### config.mk
export PLATFORM = sky130hd
export DESIGN_NAME = mcc_host_end_flat
export DESIGN_NICKNAME = d
export VERILOG_FILES = /design/src/design/mcc_pkg.sv /design/src/design/mcc_link_if.sv /design/src/design/mcc_host_end.sv /design/src/flat_wrapper.sv
export SDC_FILE = /design/constraint.sdc
export NUM_CORES = 1
export LEC_CHECK = 0
export ABC_AREA = 1
export BUFFER_PORTS_ARGS = -buffer_cell sky130_fd_sc_hd__buf_2
export CAP_MARGIN = 20
export CORE_MARGIN = 2
export CORE_UTILIZATION = 54
export CTS_CLUSTER_SIZE = 25
export DETAILED_ROUTE_END_ITERATION = 7
export HOLD_SLACK_MARGIN = 0.02
export PLACE_DENSITY_LB_ADDON = 0.25
export SLEW_MARGIN = 10
export SYNTH_ARGS = -nofsm -noshare
export SYNTH_HDL_FRONTEND = slang
export SYNTH_SLANG_ARGS = --single-unit
### constraint.sdc
create_clock -name core_clk -period 1.95 [get_ports core_clk]
set_clock_uncertainty 0.05 [all_clocks]
set_input_delay 0.0975 -clock core_clk [delete_from_list [all_inputs] [get_ports core_clk]]
set_output_delay 0.0975 -clock core_clk [all_outputs]
set_load 0.05 [all_outputs]
### src/design/mcc_pkg.sv
// Behaviour
// 16-bit check, low byte then high byte
// Accumulator preset to all ones per frame
// XOR byte low, eight reflected shift steps
// Mismatching check value flags a CRC error
// Signed 16-bit values sent as two's complement
// Signed 32-bit values sent as two's complement
// Slave only, single master, address 1..63
// Frame bounded by 3.5 character idle time
// Check all but last two; discard mismatch
package mcc_pkg;
    localparam logic [15:0] CRC_SEED     = 16'hffff;
    localparam logic [15:0] CRC_POLY     = 16'ha001;
    localparam int          CRC_STEPS    = 8;
    localparam int          CLK_HZ       = 25000000;
    // Fast line rate keeps the idle gap to 8354 clocks
    localparam int          BAUD         = 115200;
    localparam int          CHAR_BITS    = 11;
    // Idle time in tenths of a character: 3.5 characters
    localparam int          IDLE_TENTHS  = 35;
    localparam int          IDLE_CYC     = (CLK_HZ / BAUD) * CHAR_BITS * IDLE_TENTHS / 10;
    localparam logic [6:0]  ADDR_MIN     = 7'h01;
    localparam logic [6:0]  ADDR_MAX     = 7'h3f;

    function automatic logic [15:0] mcc_crc_byte(input logic [15:0] acc, input logic [7:0] data);
        logic [15:0] c;
        c = acc ^ {8'h00, data};
        for (int i = 0; i < CRC_STEPS; i++) begin
            c = c[0] ? ((c >> 1) ^ CRC_POLY) : (c >> 1);
        end
        return c;
    endfunction : mcc_crc_byte
endpackage : mcc_pkg

### src/design/mcc_link_if.sv
`timescale 1ns/1ps
interface mcc_link_if;
    logic       byte_valid;
    logic [7:0] byte_data;
    logic       frame_end;
    modport master (output byte_valid, output byte_data, output frame_end);
    modport slave  (input byte_valid, input byte_data, input frame_end);
endinterface : mcc_link_if

### src/design/mcc_host_end.sv
`timescale 1ns/1ps
module mcc_host_end
    import mcc_pkg::*;
(
    input  wire logic        core_clk,
    input  wire logic        rst,
    mcc_link_if.master       link,
    input  wire logic        tx_valid,
    input  wire logic [7:0]  tx_byte,
    input  wire logic        tx_last,
    output logic             tx_ready,
    input  wire logic        enc_32,
    input  wire logic [31:0] enc_value,
    output logic [31:0]      enc_word
);
    import mcc_pkg::*;
    typedef enum {H_IDLE, H_DATA, H_CHECK_LOW_BYTE, H_CHECK_HIGH_BYTE, H_GAP} mcc_hst_t;
    mcc_hst_t    st_q;
    logic [15:0] crc_accumulator_q;
    logic [7:0]  data_q;
    logic        valid_q;
    logic        end_q;
    logic [31:0] gap_q;
    logic [31:0] enc_word_q;

    // ==========================================
    // Signed value encoding
    wire         neg16   = enc_value[15];
    wire  [15:0] mag16   = neg16 ? (~enc_value[15:0] + 16'h0001) : enc_value[15:0];
    wire  [15:0] tc16    = neg16 ? (16'hffff - mag16 + 16'h0001) : mag16;
    wire         neg32   = enc_value[31];
    wire  [31:0] mag32   = neg32 ? (~enc_value + 32'h00000001) : enc_value;
    wire  [31:0] tc32    = neg32 ? (~mag32 + 32'h00000001) : mag32;
    wire  [31:0] enc_sel = enc_32 ? tc32 : {16'h0000, tc16};

    wire         take    = tx_valid && tx_ready;
    wire  [15:0] crc_nx  = mcc_crc_byte(crc_accumulator_q, tx_byte);
    assign tx_ready      = (st_q == H_IDLE) || (st_q == H_DATA);
    assign link.byte_valid = valid_q;
    assign link.byte_data  = data_q;
    assign link.frame_end  = end_q;
    assign enc_word        = enc_word_q;

    // ==========================================
    // Frame sender
    always_ff @(posedge core_clk) begin
        if (rst) begin
            st_q <= H_IDLE;
            crc_accumulator_q <= CRC_SEED;
            data_q <= 8'h00;
            valid_q <= 1'b0;
            end_q <= 1'b0;
            gap_q <= 32'h0;
            enc_word_q <= 32'h0;
        end else begin
            enc_word_q <= enc_sel;
            valid_q <= 1'b0;
            end_q <= 1'b0;
            case (st_q)
                H_IDLE, H_DATA: begin
                    if (take) begin
                        valid_q <= 1'b1;
                        data_q <= tx_byte;
                        crc_accumulator_q <= crc_nx;
                        st_q <= tx_last ? H_CHECK_LOW_BYTE : H_DATA;
                    end
                end
                H_CHECK_LOW_BYTE: begin
                    valid_q <= 1'b1;
                    data_q <= crc_accumulator_q[7:0];
                    st_q <= H_CHECK_HIGH_BYTE;
                end
                H_CHECK_HIGH_BYTE: begin
                    valid_q <= 1'b1;
                    data_q <= crc_accumulator_q[15:8];
                    gap_q <= 32'(IDLE_CYC);
                    st_q <= H_GAP;
                end
                H_GAP: begin
                    // Silence on the line closes the frame
                    if (gap_q == 32'h0) begin
                        end_q <= 1'b1;
                        crc_accumulator_q <= CRC_SEED;
                        st_q <= H_IDLE;
                    end else begin
                        gap_q <= gap_q - 32'h1;
                    end
                end
                default: st_q <= H_IDLE;
            endcase
        end
    end
endmodule : mcc_host_end

### src/flat_wrapper.sv
// flat-port wrapper written by rule: the top's interface ports become plain ports
module mcc_host_end_flat import mcc_pkg::*;
  (core_clk, rst, tx_valid, tx_byte, tx_last, tx_ready, enc_32, enc_value, enc_word, link_byte_valid, link_byte_data, link_frame_end);
  mcc_link_if link_i ();
  input  wire logic core_clk;
  input  wire logic rst;
  input  wire logic tx_valid;
  input  wire logic [7:0] tx_byte;
  input  wire logic tx_last;
  output logic tx_ready;
  input  wire logic enc_32;
  input  wire logic [31:0] enc_value;
  output logic [31:0] enc_word;
  output wire logic [$bits(link_i.byte_valid)-1:0] link_byte_valid;
  output wire logic [$bits(link_i.byte_data)-1:0] link_byte_data;
  output wire logic [$bits(link_i.frame_end)-1:0] link_frame_end;
  assign link_byte_valid = link_i.byte_valid;
  assign link_byte_data = link_i.byte_data;
  assign link_frame_end = link_i.frame_end;
  mcc_host_end u_core (.core_clk(core_clk), .rst(rst), .link(link_i), .tx_valid(tx_valid), .tx_byte(tx_byte), .tx_last(tx_last), .tx_ready(tx_ready), .enc_32(enc_32), .enc_value(enc_value), .enc_word(enc_word));
endmodule
# Word level (Yosys, flattened, before mapping)
# Cells that the tools add are included.
[totals]
in_bits = 45
regBits = 122
elab_cells = 79
out_inout_bits = 43
[classes]
reduce_logical = 16
n_eq_ne = 8
bitwise_logic = 14
add_sub_neg = 6
mux = 27
[ops]
columns = ["op", "n"]
rows = [
  ["two-way mux 16 bit", 13],
  ["two-way mux 32 bit", 5],
  ["case mux 32 bit (4 select lines)", 1],
  ["== test 32 x 2 -> 1 bit (second input constant)", 3],
  ["logical NOT 32 bit", 3],
  ["adder 32 x 1 -> 32 bit (second input constant)", 2],
  ["NOT 32 bit", 2],
  ["case mux 32 bit (2 select lines)", 1],
  ["adder 16 x 1 -> 16 bit (second input constant)", 2],
  ["== test 32 x 1 -> 1 bit (second input constant)", 1],
  ["== test 32 x 3 -> 1 bit (second input constant)", 1],
  ["case mux 16 bit (2 select lines)", 1],
  ["subtractor 32 x 1 -> 32 bit (second input constant)", 1],
  ["NOT 2 -> 3 bit", 8],
  ["case mux 8 bit (3 select lines)", 1],
  ["NOT 16 bit", 1],
  ["subtractor 16 bit (first input constant)", 1],
  ["bitwise XOR 16 x 8 -> 16 bit", 1],
  ["two-way mux 8 bit", 1],
  ["OR reduction 2 bit", 4],
  ["AND reduction 2 bit", 3],
  ["!= test 2 x 1 -> 1 bit (second input constant)", 2],
  ["nonzero test 2 bit", 2],
  ["AND reduction 3 bit", 1],
  ["other kinds (8)", 10],
]

# Logic depth before layout (Yosys ltp)
# Gate-level depths: netlist of the first run.
[logic_depth]
depth_word = 19
depth_mapped = 18
ltp_nobuf = 18

# Worst setup path before layout of the first run
# OpenSTA, ideal clock, no wires.
[synth_path]
path_type = "reg-to-reg"
from = "register u_core.st_q[2]"
to = "register u_core.crc_accumulator_q[3]"
slack_ns = -0.182
stages_incl_launch_ff = 8
arrival_time_ns = 1.952
synth_period_minus_slack_ns = 2.132
t_required_ns = 1.770
n_path_buf = 1
setup_ns = 0.130
cell_sequence = "dfxtp_1 nor2_1 inv_1 o21ai_2 a21oi_4 buf_4 o21ai_1 nand3_1"
[synth_via]
elab_chain_cells = 5
elab_cells_between_ends = 13
classes_between = "eq/ne (5); mux (1); reduce/logical (7)"
[synth_lines]
columns = ["element", "line", "text"]
rows = [
  ["start: declaration", "mcc_host_end.sv:18", "mcc_hst_t st_q;"],
  ["start signal: assignment", "mcc_host_end.sv:65", "st_q <= tx_last ? H_CHECK_LOW_BYTE : H_DATA;"],
  ["== test 32 x 2 -> 1 bit or logical NOT 32 bit (tied branches)", "mcc_host_end.sv:38", "assign tx_ready = (st_q == H_IDLE) || (st_q == H_DATA);"],
  ["logical OR 1 bit (*)", "mcc_host_end.sv:38", ""],
  ["net tx_ready", "flat_wrapper.sv:10", "output logic tx_ready;"],
  ["logical AND 1 bit (*)", "mcc_host_end.sv:36", "wire take = tx_valid && tx_ready;"],
  ["!= test 2 x 1 -> 1 bit (no line) (*)", "--", ""],
  ["AND reduction 3 bit (no line) (*)", "--", ""],
  ["end signal: assignment", "mcc_host_end.sv:64", "crc_accumulator_q <= crc_nx;"],
  ["end: declaration", "mcc_host_end.sv:19", "logic [15:0] crc_accumulator_q;"],
]
# Mark *: on every way through the listed nets, which the timed path passes. The rest lies on a longest branch.
# A chain may end at the register's enable or synchronous reset.

# Worst setup path in the final report of the first run
[layout_path]
from = "register u_core.gap_q[14]"
to = "register u_core.crc_accumulator_q[14]"
[layout_via]
elab_chain_cells = 3
[layout_lines]
columns = ["element", "line", "text"]
rows = [
  ["start: declaration", "mcc_host_end.sv:23", "logic [31:0] gap_q;"],
  ["start signal: assignment", "mcc_host_end.sv:76", "gap_q <= 32'(IDLE_CYC);"],
  ["start signal: assignment", "mcc_host_end.sv:86", "gap_q <= gap_q - 32'h1;"],
  ["logical NOT 32 bit", "mcc_host_end.sv:81", "if (gap_q == 32'h0) begin"],
  ["!= test 2 x 1 -> 1 bit (no line)", "--", ""],
  ["AND reduction 3 bit (no line)", "--", ""],
]
# Every way passes these cells.

==> metrics.md, run 1 <==
| Metric | Value |
|---|---|
| CP Depth | `12` |
| Final worst path period need | `between 2 and 2.5 ns` |
| Async SR Flop Fraction | `0%` |
| Top cell family by delay on the critical path | `simple AND/OR/NAND/NOR gates` |
| Combined area of the multi-input logic cells | `0.00495 mm^2` |
| # H-tree levels | `3` |
| Outcome | `finished, violations left` |
| Starting Density | `between 50 and 60%` |
| Antenna violations before repair | `0` |
| Hold depth | `3` |
| Area growth from synthesis to layout | `36.3%` |
| Clk Latency, worst-skew pair | `around 0.34 ns` |
| Cell type contributing the most total cell area after synthesis | `sky130_fd_sc_hd__dfxtp_1` |
| Worst stage delay on the critical path | `between 0.3 and 0.4 ns` |
| Required time at the endpoint of the critical path | `between 2 and 2.5 ns` |
| Leakage | `between 4 and 5 nW` |
| Number of buffers between clock root and the deepest sink | `2` |
| Most instantiated flip-flop cell in the synthesis netlist | `sky130_fd_sc_hd__dfxtp_1` |
| Clock slew at reported path FFs | `~0.08 ns` |
| Post-Route Hold Slack | `0.0268 ns` |
| Clock Tree Root | `sky130_fd_sc_hd__clkbuf_16` |
| Number of failing hold endpoints at the final stage | `0` |
| Number of buffers and inverters on the critical path | `2` |
| Syn. warnings | `0` |
| Maximum Capacitance Violations | `0` |
| PnR worst setup slack | `-0.141 ns` |
| Std-Cell Core Area | `0.0127 mm^2` |
| Maximum clock frequency | `0.478 GHz` |
| Final sum of negative setup slack | `-1.66 ns` |
| Clock buffer count from CTS | `9` |
| Drt first pass iters | `8` |
| Global-route usage over all layers | `slightly below 30%` |
| PwrDens | `about 690 mW/mm^2` |
| Worst Path Max Fanout | `5` |
| Number of filler instances in the final layout | `1051` |
| Final routed DRC violation total | `0` |
| Area of the mapped netlist | `about 0.0071 mm^2` |
| Max transition margin | `about three fifths` |
| Mapped Cells | `1149` |
| Total non-filler cell area in the finished layout | `roughly 0.0096 mm^2` |
| Worst reg-to-reg path cell count | `12` |
| Placement-stage worst setup slack | `-0.390 ns` |
| Worst endpoint data arrival time | `around 2.3 ns` |
| Count of final setup violators | `25` |
| Worst vdd ir | `~0.00064 V` |
| NumNets Final | `1446` |
| First-pass GRT wire length | `around 35 mm` |
| Post-route clock period utilization | `107%` |
| Number of global-route vias before repair | `between 7000 and 8000` |
| Number of register bits inferred by synthesis | `93` |
| Standard-cell row count | `between 40 and 50` |
| Worst hold path type | `primary input to flop` |
| Synthesized Nets | `approximately 1200` |
| Final ANT Viol Nets | `0` |
| Quantity of I/O buffers inserted on ports | `between 80 and 90` |
| Violations in the final reports | `negative setup slack` |
| Total half-perimeter wirelength after legalization and detailed placement | `~16 mm` |
| Total global routing overflow | `0` |
| Kind of start point of the critical path | `flop` |
| Diode insertion count for antenna repair | `0` |
| Proportion of synthesized chip area in sequential cells | `between 20% and 30%` |
| Synthesized area per cell | `between 6 and 7 um^2` |
| Count of flip-flops with a built-in enable after synthesis | `0` |
| Slowest cell on crit path | `sky130_fd_sc_hd__dfxtp_1` |
| Post-DR wirelength/cell | `around 14 um` |
| Non-filler instance count after layout | `~1600` |
| Horizontal extent of the die | `~120 um` |
| Synth unique cells | `54` |
| Number of primary I/O pins | `88` |
| Overall via count from detail_route | `~8500` |
| TritonCTS clock tree | `yes` |
| Cell total after placement | `about 1500` |
| Final core occ | `approximately 76%` |
| List of most frequent post-synthesis cells | `299 x sky130_fd_sc_hd__nand2_1, 164 x sky130_fd_sc_hd__nor2_1, 113 x sky130_fd_sc_hd__nand3_1` |
| Largest cells by area after synthesis | `sky130_fd_sc_hd__dfxtp_1 26%, sky130_fd_sc_hd__nand2_1 16%, sky130_fd_sc_hd__nor2_1 8.7%` |
| Critical path start-end classification | `flop to flop` |
| Cell type with the highest occurrence count on the critical path | `sky130_fd_sc_hd__nor2_4` |
| Category of the worst setup path capture point | `flop` |
| Area of the die | `around 0.014 mm^2` |
| Pwr Total | `~6.6 mW` |
| Average via count per standard cell | `5.39` |
| Area taken by flip-flops and latches | `0.00187 mm^2` |
| Pin count of the biggest net entering global routing | `between 50 and 60` |
| Cell-by-cell trace of the critical path | `nor2_2 > nand2_2 > nor2_4 > nand3_4 > nor3_4 > nor2_4 > inv_2 > o21ai_4 > a21oi_4 > buf_6 > o21ai_1 > nand3_1` |
| Yosys top cell area share | `approximately a quarter` |
| Leading cell type by number of instances after synthesis | `sky130_fd_sc_hd__nand2_1` |
| Die H | `about 120 um` |
| Cell Area, Placed | `around 0.0089 mm^2` |
| Final RePlAce weighted congestion | `between 0.9 and 1` |
| Share of cells above drive strength 1 | `32.3%` |
| Number of DRC markers in iteration 0 | `around 740` |
| Slew of the pin with the lowest slew margin | `between 0.6 and 0.7 ns` |
| Detailed Route WL | `22.1 mm` |
| Number of clock sinks | `93` |
| RSZ-0062 raised after global routing | `yes` |
| Fin. max-slew vios | `0` |
-- routing by layer --
layer / vias to the layer above / part of all wire (%) / track usage, % / wire [um]
met4: 0 / 2.6 / 9.45 / 566
li1: 4253 / - / - / -
met2: 341 / 49 / 51.1 / 10700
met5: - / 0 / 0 / 0
met1: 3830 / 43 / 38.7 / 9520
met3: 55 / 5.7 / 3.76 / 1270
-- final timing paths --
check | from | end | slack [ns]
max | u_core.gap_q[14]$_SDFFE_PP0P_ | u_core.crc_accumulator_q[14]$_SDFFE_PP1P_ | -0.14
min reg2reg | u_core.gap_q[2]$_SDFFE_PP0P_ | u_core.gap_q[2]$_SDFFE_PP0P_ | 0.41
min | tx_byte[4] | u_core.link.byte_data[4]$_SDFFE_PP0P_ | 0.03
max reg2reg | u_core.gap_q[14]$_SDFFE_PP0P_ | u_core.crc_accumulator_q[14]$_SDFFE_PP1P_ | -0.14
-- repair_timing --
item                       4_1_cts  5_1_grt
gates resized for setup         31       70
gates cloned                     1        1
buffers inserted                 5        5
hold endpoints to repair         1        0
pin swaps                       10       34
hold buffers                     1        0
setup endpoints to repair       38       74
-- layout make-up --
class / instances / share of cell area, %
multi-input combinational: 909 / 51.4
sequential: 93 / 19.4
clock buffer: 9 / 2.34
tap: 172 / 2.23
clock inverter: 7 / 0.714
inverter: 115 / 4.59
timing repair buffer: 268 / 19.3
-- flip-flops by register name, summed over array words and instances, names as in the netlist --
signal and flops:
u_core.link.byte_data 8, u_core.link.frame_end 1, u_core.enc_word 32, u_core.gap_q 32, u_core.link.byte_valid 1, u_core.st_q 3, u_core.crc_accumulator_q 16
-- report_power, final --
| group | switching (mW) | internal, mW |
|---|---|---|
| Clock | 0.818 | 0.898 |
| Sequential | 0.114 | 2.06 |
| Combinational | 1.70 | 1.03 |
-- cells by family after synthesis --
family | synth area share [%]
adder cells (fa/ha/maj) | 0.885
AO/OA/AOI/OAI | 14.0
flip-flops | 26.3
XOR/XNOR | 4.94
multiplexers | 0.159
buffers and inverters | 8.46
AND/OR/NAND/NOR | 45.3
-- cells in the final DEF (no fill, tap or decap), types with 9 or more instances in the layout --
cell	instances
sky130_fd_sc_hd__nand2_1	288
sky130_fd_sc_hd__buf_4	172
sky130_fd_sc_hd__nor2_1	148
sky130_fd_sc_hd__nand3_1	110
sky130_fd_sc_hd__inv_1	87
sky130_fd_sc_hd__buf_2	87
sky130_fd_sc_hd__dfxtp_1	85
sky130_fd_sc_hd__a21oi_1	64
sky130_fd_sc_hd__o21ai_0	42
sky130_fd_sc_hd__nand2_2	27
sky130_fd_sc_hd__o21ai_1	26
sky130_fd_sc_hd__xor2_1	25
sky130_fd_sc_hd__nor2_2	23
sky130_fd_sc_hd__nor2_4	21
sky130_fd_sc_hd__inv_2	21
sky130_fd_sc_hd__nand4_1	19
sky130_fd_sc_hd__nand3_2	12
sky130_fd_sc_hd__clkbuf_16	9
-- tightest hold or removal path: stages --
cell and delay (ns):
sky130_fd_sc_hd__buf_2 0.09, sky130_fd_sc_hd__a221oi_1 0.08, sky130_fd_sc_hd__a21oi_1 0.12
Note: power is estimated with default switching activity, not from simulation.
==> inputs of run 2 (changes only) <==
Settings changed: BUFFER_PORTS_ARGS -buffer_cell sky130_fd_sc_hd__buf_2 to -buffer_cell sky130_fd_sc_hd__buf_4.
==> run 2 against run 1 <==
The run still ends with negative setup slack left. Critical path depth rose by 2. Maximum frequency fell by 5.2%. Flip-flop and latch count did not move. Global-route usage rose by 1.0 points. Via count rose by 2.8%. Count of clock-buffer cells in the layout did not move. Clock power rose by 22%. First-iteration DRC count rose by 21%. Non-clock buffer count rose by 14. Die area did not move. Register-to-register slack got worse by 0.11 ns. Sequential share of layout area fell by 0.74 points. Critical path type unchanged.
==> metrics.md, run 2 (synthesis gave the netlist of run 1 again) <==
| Metric | Value |
|---|---|
| Maximum clock frequency | `between 0.4 and 0.5 GHz` |
| Count of final setup violators | `37` |
| First-pass GRT wire length | `35.9 mm` |
| Cell total after placement | `1550` |
| Final RePlAce weighted congestion | `between 0.9 and 1` |
| Area growth from synthesis to layout | `42.0%` |
| Non-filler instance count after layout | `approximately 1600` |
| Most common cell after layout, fill and taps aside | `sky130_fd_sc_hd__nand2_1` |
| Fin. max-slew vios | `0` |
| Diode insertion count for antenna repair | `0` |
| Post-DR wirelength/cell | `14.6 um` |
| PwrDens | `706 mW/mm^2` |
| Max transition margin | `a little over two fifths` |
| Detailed Route WL | `23.2 mm` |
| Outcome | `finished, violations left` |
| Kind of start point of the critical path | `flop` |
| Final core occ | `between 70% and 80%` |
| Number of clock sinks | `93` |
| Overall via count from detail_route | `8715` |
| Number of filler instances in the final layout | `between 900 and 1000` |
| Worst setup path endpoint | `u_core.crc_accumulator_q[3]$_SDFFE_PP1P_` |
| NumNets Final | `approximately 1500` |
| Worst Path Max Fanout | `7` |
| Final routed DRC violation total | `0` |
| Commonest non-fill, non-tap cells in the layout | `283 x sky130_fd_sc_hd__nand2_1, 267 x sky130_fd_sc_hd__buf_4, 141 x sky130_fd_sc_hd__nor2_1` |
| Slew of the pin with the lowest slew margin | `about 0.87 ns` |
| R2r setup slk | `-0.25 ns` |
| Worst hold path type | `primary input to flop` |
| Number of primary I/O pins | `just under 90` |
| Share of cells above drive strength 1 | `33.5%` |
| Die H | `~120 um` |
| Total global routing overflow | `0` |
| TritonCTS clock tree | `yes` |
| Area taken by flip-flops and latches | `roughly 0.0019 mm^2` |
| Drt first pass iters | `8` |
| Antenna violations before repair | `0` |
| Starting Density | `roughly 56%` |
| Quantity of I/O buffers inserted on ports | `just under 90` |
| Total non-filler cell area in the finished layout | `~0.01 mm^2` |
| Number of buffers between clock root and the deepest sink | `2` |
| Horizontal extent of the die | `around 120 um` |
| Reg-to-Reg Start | `u_core.gap_q[0]$_SDFFE_PP0P_` |
| Maximum Capacitance Violations | `0` |
| Launch point of the worst path | `u_core.gap_q[0]$_SDFFE_PP0P_` |
| Cell Area, Placed | `between 0.009 and 0.01 mm^2` |
| Clock Tree Root | `sky130_fd_sc_hd__clkbuf_16` |
| Category of the worst setup path capture point | `flop` |
| # H-tree levels | `3` |
| Critical register-to-register path endpoint | `u_core.crc_accumulator_q[3]$_SDFFE_PP1P_` |
| PnR worst setup slack | `-0.254 ns` |
| Clk Latency, worst-skew pair | `between 0.3 and 0.4 ns` |
| Worst vdd ir | `around 0.00041 V` |
| Critical path start-end classification | `flop to flop` |
| RSZ-0062 raised after global routing | `yes` |
| Standard-cell row count | `41` |
| Pwr Total | `7.08 mW` |
| Std-Cell Core Area | `roughly 0.013 mm^2` |
| Number of failing hold endpoints at the final stage | `0` |
| Average via count per standard cell | `around 5.5` |
| Number of global-route vias before repair | `7785` |
| Worst reg-to-reg path cell count | `14` |
| Final worst path period need | `about 2.2 ns` |
| Combined area of the multi-input logic cells | `about 0.005 mm^2` |
| Global-route usage over all layers | `between 30% and 40%` |
| Post-route clock period utilization | `113%` |
| Area of the die | `0.0140 mm^2` |
| Post-Route Hold Slack | `~0.057 ns` |
| Total half-perimeter wirelength after legalization and detailed placement | `16.2 mm` |
| Clock buffer count from CTS | `9` |
| Clock slew at reported path FFs | `around 0.070 ns` |
| Worst endpoint data arrival time | `about 2.4 ns` |
| Number of DRC markers in iteration 0 | `893` |
| Final ANT Viol Nets | `0` |
| Violations in the final reports | `negative setup slack` |
| Pin count of the biggest net entering global routing | `a little under 60` |
| Leakage | `roughly 5.0 nW` |
| Required time at the endpoint of the critical path | `roughly 2.1 ns` |
[run 2: cell type report]
cell class,instances,area share (%)
clock buffer,9,2.24
timing repair buffer,282,21.6
inverter,115,4.43
multi-input combinational,910,49.6
sequential,93,18.7
clock inverter,7,1.28
tap,172,2.14
timing repair inverter,1,0.0623
[run 2: worst min path at each step]
stage,startpoint,cells past startpoint,slack (ns),endpoint
finish,tx_byte[6],3,0.06,u_core.link.byte_data[6]$_SDFFE_PP0P_
global route,tx_byte[5],3,0.06,u_core.link.byte_data[5]$_SDFFE_PP0P_
CTS,tx_byte[5],3,0.03,u_core.link.byte_data[5]$_SDFFE_PP0P_
detailed placement,tx_last,3,0.36,u_core.st_q[1]$_SDFFE_PP0P_
global placement,tx_last,3,0.32,u_core.st_q[1]$_SDFFE_PP0P_
floorplan,tx_last,2,0.20,u_core.st_q[1]$_SDFFE_PP0P_
[run 2: power by group]
group,switching [mW],internal (mW)
combinational,1.71,1.10
clock,0.816,1.28
sequential,0.119,2.07
[run 2: timing repair]
item,4_1_cts,5_1_grt
setup endpoints to repair,34,72
setup buffers,6,9
gates resized for setup,29,95
pin swaps,12,39
hold buffers,6,0
gates cloned,1,3
endpoints found under the hold margin,6,0
[run 2: layer usage]
layer / vias to the layer above / GRT usage [%] / wire, um
li1: 4274 / - / -
met1: 3957 / 40.3 / 9810
met2: 420 / 51.4 / 11100
met3: 64 / 4.20 / 1650
met4: 0 / 11.6 / 673
met5: - / 0 / 0
[run 2: worst max-delay path: stages, from the launching register on]
cell and delay (ns):
sky130_fd_sc_hd__dfxtp_2 0.34, sky130_fd_sc_hd__inv_2 0.08, sky130_fd_sc_hd__ha_4 0.13, sky130_fd_sc_hd__nand2_2 0.05, sky130_fd_sc_hd__nor3_2 0.17, sky130_fd_sc_hd__nand3_2 0.15, sky130_fd_sc_hd__nor3_4 0.19, sky130_fd_sc_hd__nor2_4 0.09
sky130_fd_sc_hd__inv_2 0.07, sky130_fd_sc_hd__o21ai_2 0.08, sky130_fd_sc_hd__a21oi_4 0.25, sky130_fd_sc_hd__buf_4 0.18, sky130_fd_sc_hd__inv_4 0.05, sky130_fd_sc_hd__nand2_1 0.07, sky130_fd_sc_hd__nand3_1 0.10
[run 2: stage by stage]
step | setup slack (ns) | setup TNS, ns
after CTS | -0.0703 | -0.573
after floorplan | -0.0465 | -0.185
after global routing | -0.385 | -9.42
after detailed placement | -0.322 | -7.63
final | -0.254 | -3.74
after global placement | -0.226 | -5.22
==> inputs of run 3 (changes only) <==
Settings changed: PLACE_DENSITY_LB_ADDON 0.25 to 0.1.
==> run 3 against run 2 <==
The run ends with design-rule violations, negative setup slack left. Sequential power about the same. Critical endpoint is now u_core.crc_accumulator_q[2]$_SDFFE_PP1P_. First-iteration DRC count decreased by 1.9%. Combinational power about the same. Non-clock buffer count unchanged. Die area unchanged. Utilization increased by 0.32 points. Cell count about the same. Register-to-register slack improved by 0.03 ns. Global-route usage decreased by 0.65 points. Clock power about the same. Via count decreased by 1.8%. Largest cell class unchanged.
==> metrics.md, run 3 (synthesis gave the netlist of run 1 again) <==
| Metric | Value |
|---|---|
| Outcome | `finished, violations left` |
| Violations in the final reports | `design-rule violations, negative setup slack` |
| Global-route usage over all layers | `between 30% and 40%` |
| PwrDens | `705 mW/mm^2` |
| Final RePlAce weighted congestion | `around 0.96` |
| Number of primary I/O pins | `between 80 and 90` |
| Commonest non-fill, non-tap cells in the layout | `283 x sky130_fd_sc_hd__nand2_1, 263 x sky130_fd_sc_hd__buf_4, 140 x sky130_fd_sc_hd__nor2_1` |
| Cell total after placement | `between 1500 and 2000` |
| First-pass GRT wire length | `roughly 35 mm` |
| Number of buffers between clock root and the deepest sink | `2` |
| Total global routing overflow | `0` |
| Maximum clock frequency | `about 0.46 GHz` |
| Overall via count from detail_route | `between 8000 and 9000` |
| Number of DRC markers in iteration 0 | `around 880` |
| Sw Pwr | `between 2 and 3 mW` |
| Slew of the pin with the lowest slew margin | `about 0.84 ns` |
| Final sum of negative setup slack | `-5.33 ns` |
| Die H | `~120 um` |
| Antenna violations before repair | `0` |
| Area of the die | `approximately 0.014 mm^2` |
| Max transition margin | `between 40% and 50%` |
| Final core occ | `around four fifths` |
| Non-filler instance count after layout | `about 1600` |
| Number of clock sinks | `a little over 90` |
| Portion of total power attributed to sequential cells | `between 30% and 40%` |
| Clk Latency, worst-skew pair | `0.35 ns` |
| Total half-perimeter wirelength after legalization and detailed placement | `16.0 mm` |
| RSZ-0062 raised after global routing | `yes` |
| Design internal power | `4.45 mW` |
| Diode insertion count for antenna repair | `0` |
| Clock buffer count from CTS | `9` |
| PnR worst setup slack | `-0.224 ns` |
| Post-route clock period utilization | `111%` |
| Fin. max-slew vios | `0` |
| Worst hold path type | `primary input to flop` |
| Pwr Total | `a little over 7 mW` |
| Share of power burned in the clock network | `between 20% and 30%` |
| Pin count of the biggest net entering global routing | `54` |
| Quantity of I/O buffers inserted on ports | `a little under 90` |
| Number of failing hold endpoints at the final stage | `0` |
| NumNets Final | `between 1000 and 1500` |
| Critical path start-end classification | `flop to flop` |
| # H-tree levels | `3` |
| Maximum Capacitance Violations | `0` |
| Leakage | `around 5.0 nW` |
| Average via count per standard cell | `around 5.4` |
| Post-DR wirelength/cell | `14.5 um` |
| Starting Density | `between 50 and 60%` |
| Switching power share of the total | `~37%` |
| TritonCTS clock tree | `yes` |
| Final ANT Viol Nets | `0` |
| Combinational group share of total power | `between 30 and 40%` |
| Number of global-route vias before repair | `~7600` |
| Share of cells above drive strength 1 | `33.8%` |
| Kind of start point of the critical path | `flop` |
| Worst endpoint data arrival time | `2.40 ns` |
| Final worst path period need | `roughly 2.2 ns` |
| Std-Cell Core Area | `between 0.01 and 0.015 mm^2` |
| Clock Tree Root | `sky130_fd_sc_hd__clkbuf_16` |
| Category of the worst setup path capture point | `flop` |
| Area growth from synthesis to layout | `42.6%` |
| Worst reg-to-reg path cell count | `13` |
| Final routed DRC violation total | `1` |
| Required time at the endpoint of the critical path | `between 2 and 2.5 ns` |
| Most common cell after layout, fill and taps aside | `sky130_fd_sc_hd__nand2_1` |
| Hold depth | `3` |
| Drt first pass iters | `8` |
| Detailed Route WL | `about 23 mm` |
| Worst vdd ir | `between 0.0005 and 0.0006 V` |
| Clock slew at reported path FFs | `roughly 0.070 ns` |
| Standard-cell row count | `41` |
| Horizontal extent of the die | `roughly 120 um` |
| Count of final setup violators | `44` |
| Worst Path Max Fanout | `8` |
[run 3: cell count changes in the layout (fill, tap and decap cells not counted), sizes merged]
cell / delta
dlygate4sd3: -3
clkinv: -2
nand2: -1
inv: +2
buf: +1
clkbuf: +2
[run 3: final timing paths]
path                                                    start                                  endpoint  slack, ns
worst min-delay path                               tx_byte[6]     u_core.link.byte_data[6]$_SDFFE_PP0P_       0.03
worst max-delay path            u_core.gap_q[13]$_SDFFE_PP0P_  u_core.crc_accumulator_q[2]$_SDFFE_PP1P_      -0.22
worst min register to register   u_core.gap_q[4]$_SDFFE_PP0P_              u_core.gap_q[4]$_SDFFE_PP0P_       0.43
worst max register to register  u_core.gap_q[13]$_SDFFE_PP0P_  u_core.crc_accumulator_q[2]$_SDFFE_PP1P_      -0.22
[run 3: critical path, cell delays in order (launching register included)]
cell                      delay (ns)
sky130_fd_sc_hd__dfxtp_4        0.38
sky130_fd_sc_hd__nor2_4         0.12
sky130_fd_sc_hd__nand2_2        0.07
sky130_fd_sc_hd__nor2_2         0.14
sky130_fd_sc_hd__nand3_2        0.12
sky130_fd_sc_hd__nor3_4         0.31
sky130_fd_sc_hd__nor2_4         0.10
sky130_fd_sc_hd__inv_2          0.09
sky130_fd_sc_hd__o21ai_4        0.07
sky130_fd_sc_hd__a21oi_4        0.18
sky130_fd_sc_hd__buf_6          0.16
sky130_fd_sc_hd__buf_8          0.13
sky130_fd_sc_hd__o21ai_1        0.07
sky130_fd_sc_hd__nand3_1        0.09
[run 3: power by group through the flow]
stage	combinational, mW	clock (mW)	sequential [mW]
after detailed placement	2.46	0	2.21
after CTS	2.55	2.08	2.17
after global placement	2.42	0	2.20
final	2.83	2.09	2.19
after floorplan	1.38	0	2.42
after global routing	3.05	2.18	2.20
[run 3: layout make-up]
class	instances	area, um^2
Timing Repair Buffer	282	2220
Clock buffer	9	225
Multi-Input combinational cell	909	4970
Clock inverter	7	126
Sequential cell	93	1870
Inverter	115	444
Tap cell	172	215
Timing Repair inverter	1	6.26
Fill cell	953	2640
[run 3: timing repair]
item,CTS,global route
cloned,2,2
gates resized for setup,26,109
buffers inserted,7,16
endpoints found under the hold margin,3,0
setup endpoints to repair,32,72
hold buffers,3,0
pin swaps,12,46
[run 3: metrics by stage]
| step | cell area [um^2] | setup slack (ns) | hold slack, ns |
|---|---|---|---|
| 6_report | 10100 | -0.224 | 0.0308 |
| 4_1_cts | 9590 | -0.0746 | 0.0251 |
| 3_5_place_dp | 9070 | -0.331 | 0.340 |
| 5_1_grt | 10100 | -0.280 | 0.0612 |
| 2_1_floorplan | 7080 | -0.0465 | 0.200 |
| 3_3_place_gp | 9070 | -0.246 | 0.320 |
[run 3: routing by layer]
layer / global-route usage [%] / up-vias / wire length, um
met4: 10.3 / 0 / 604
met1: 38.7 / 3854 / 9860
met5: 0 / - / 0
li1: - / 4268 / -
met2: 52.3 / 379 / 11200
met3: 3.23 / 55 / 1400
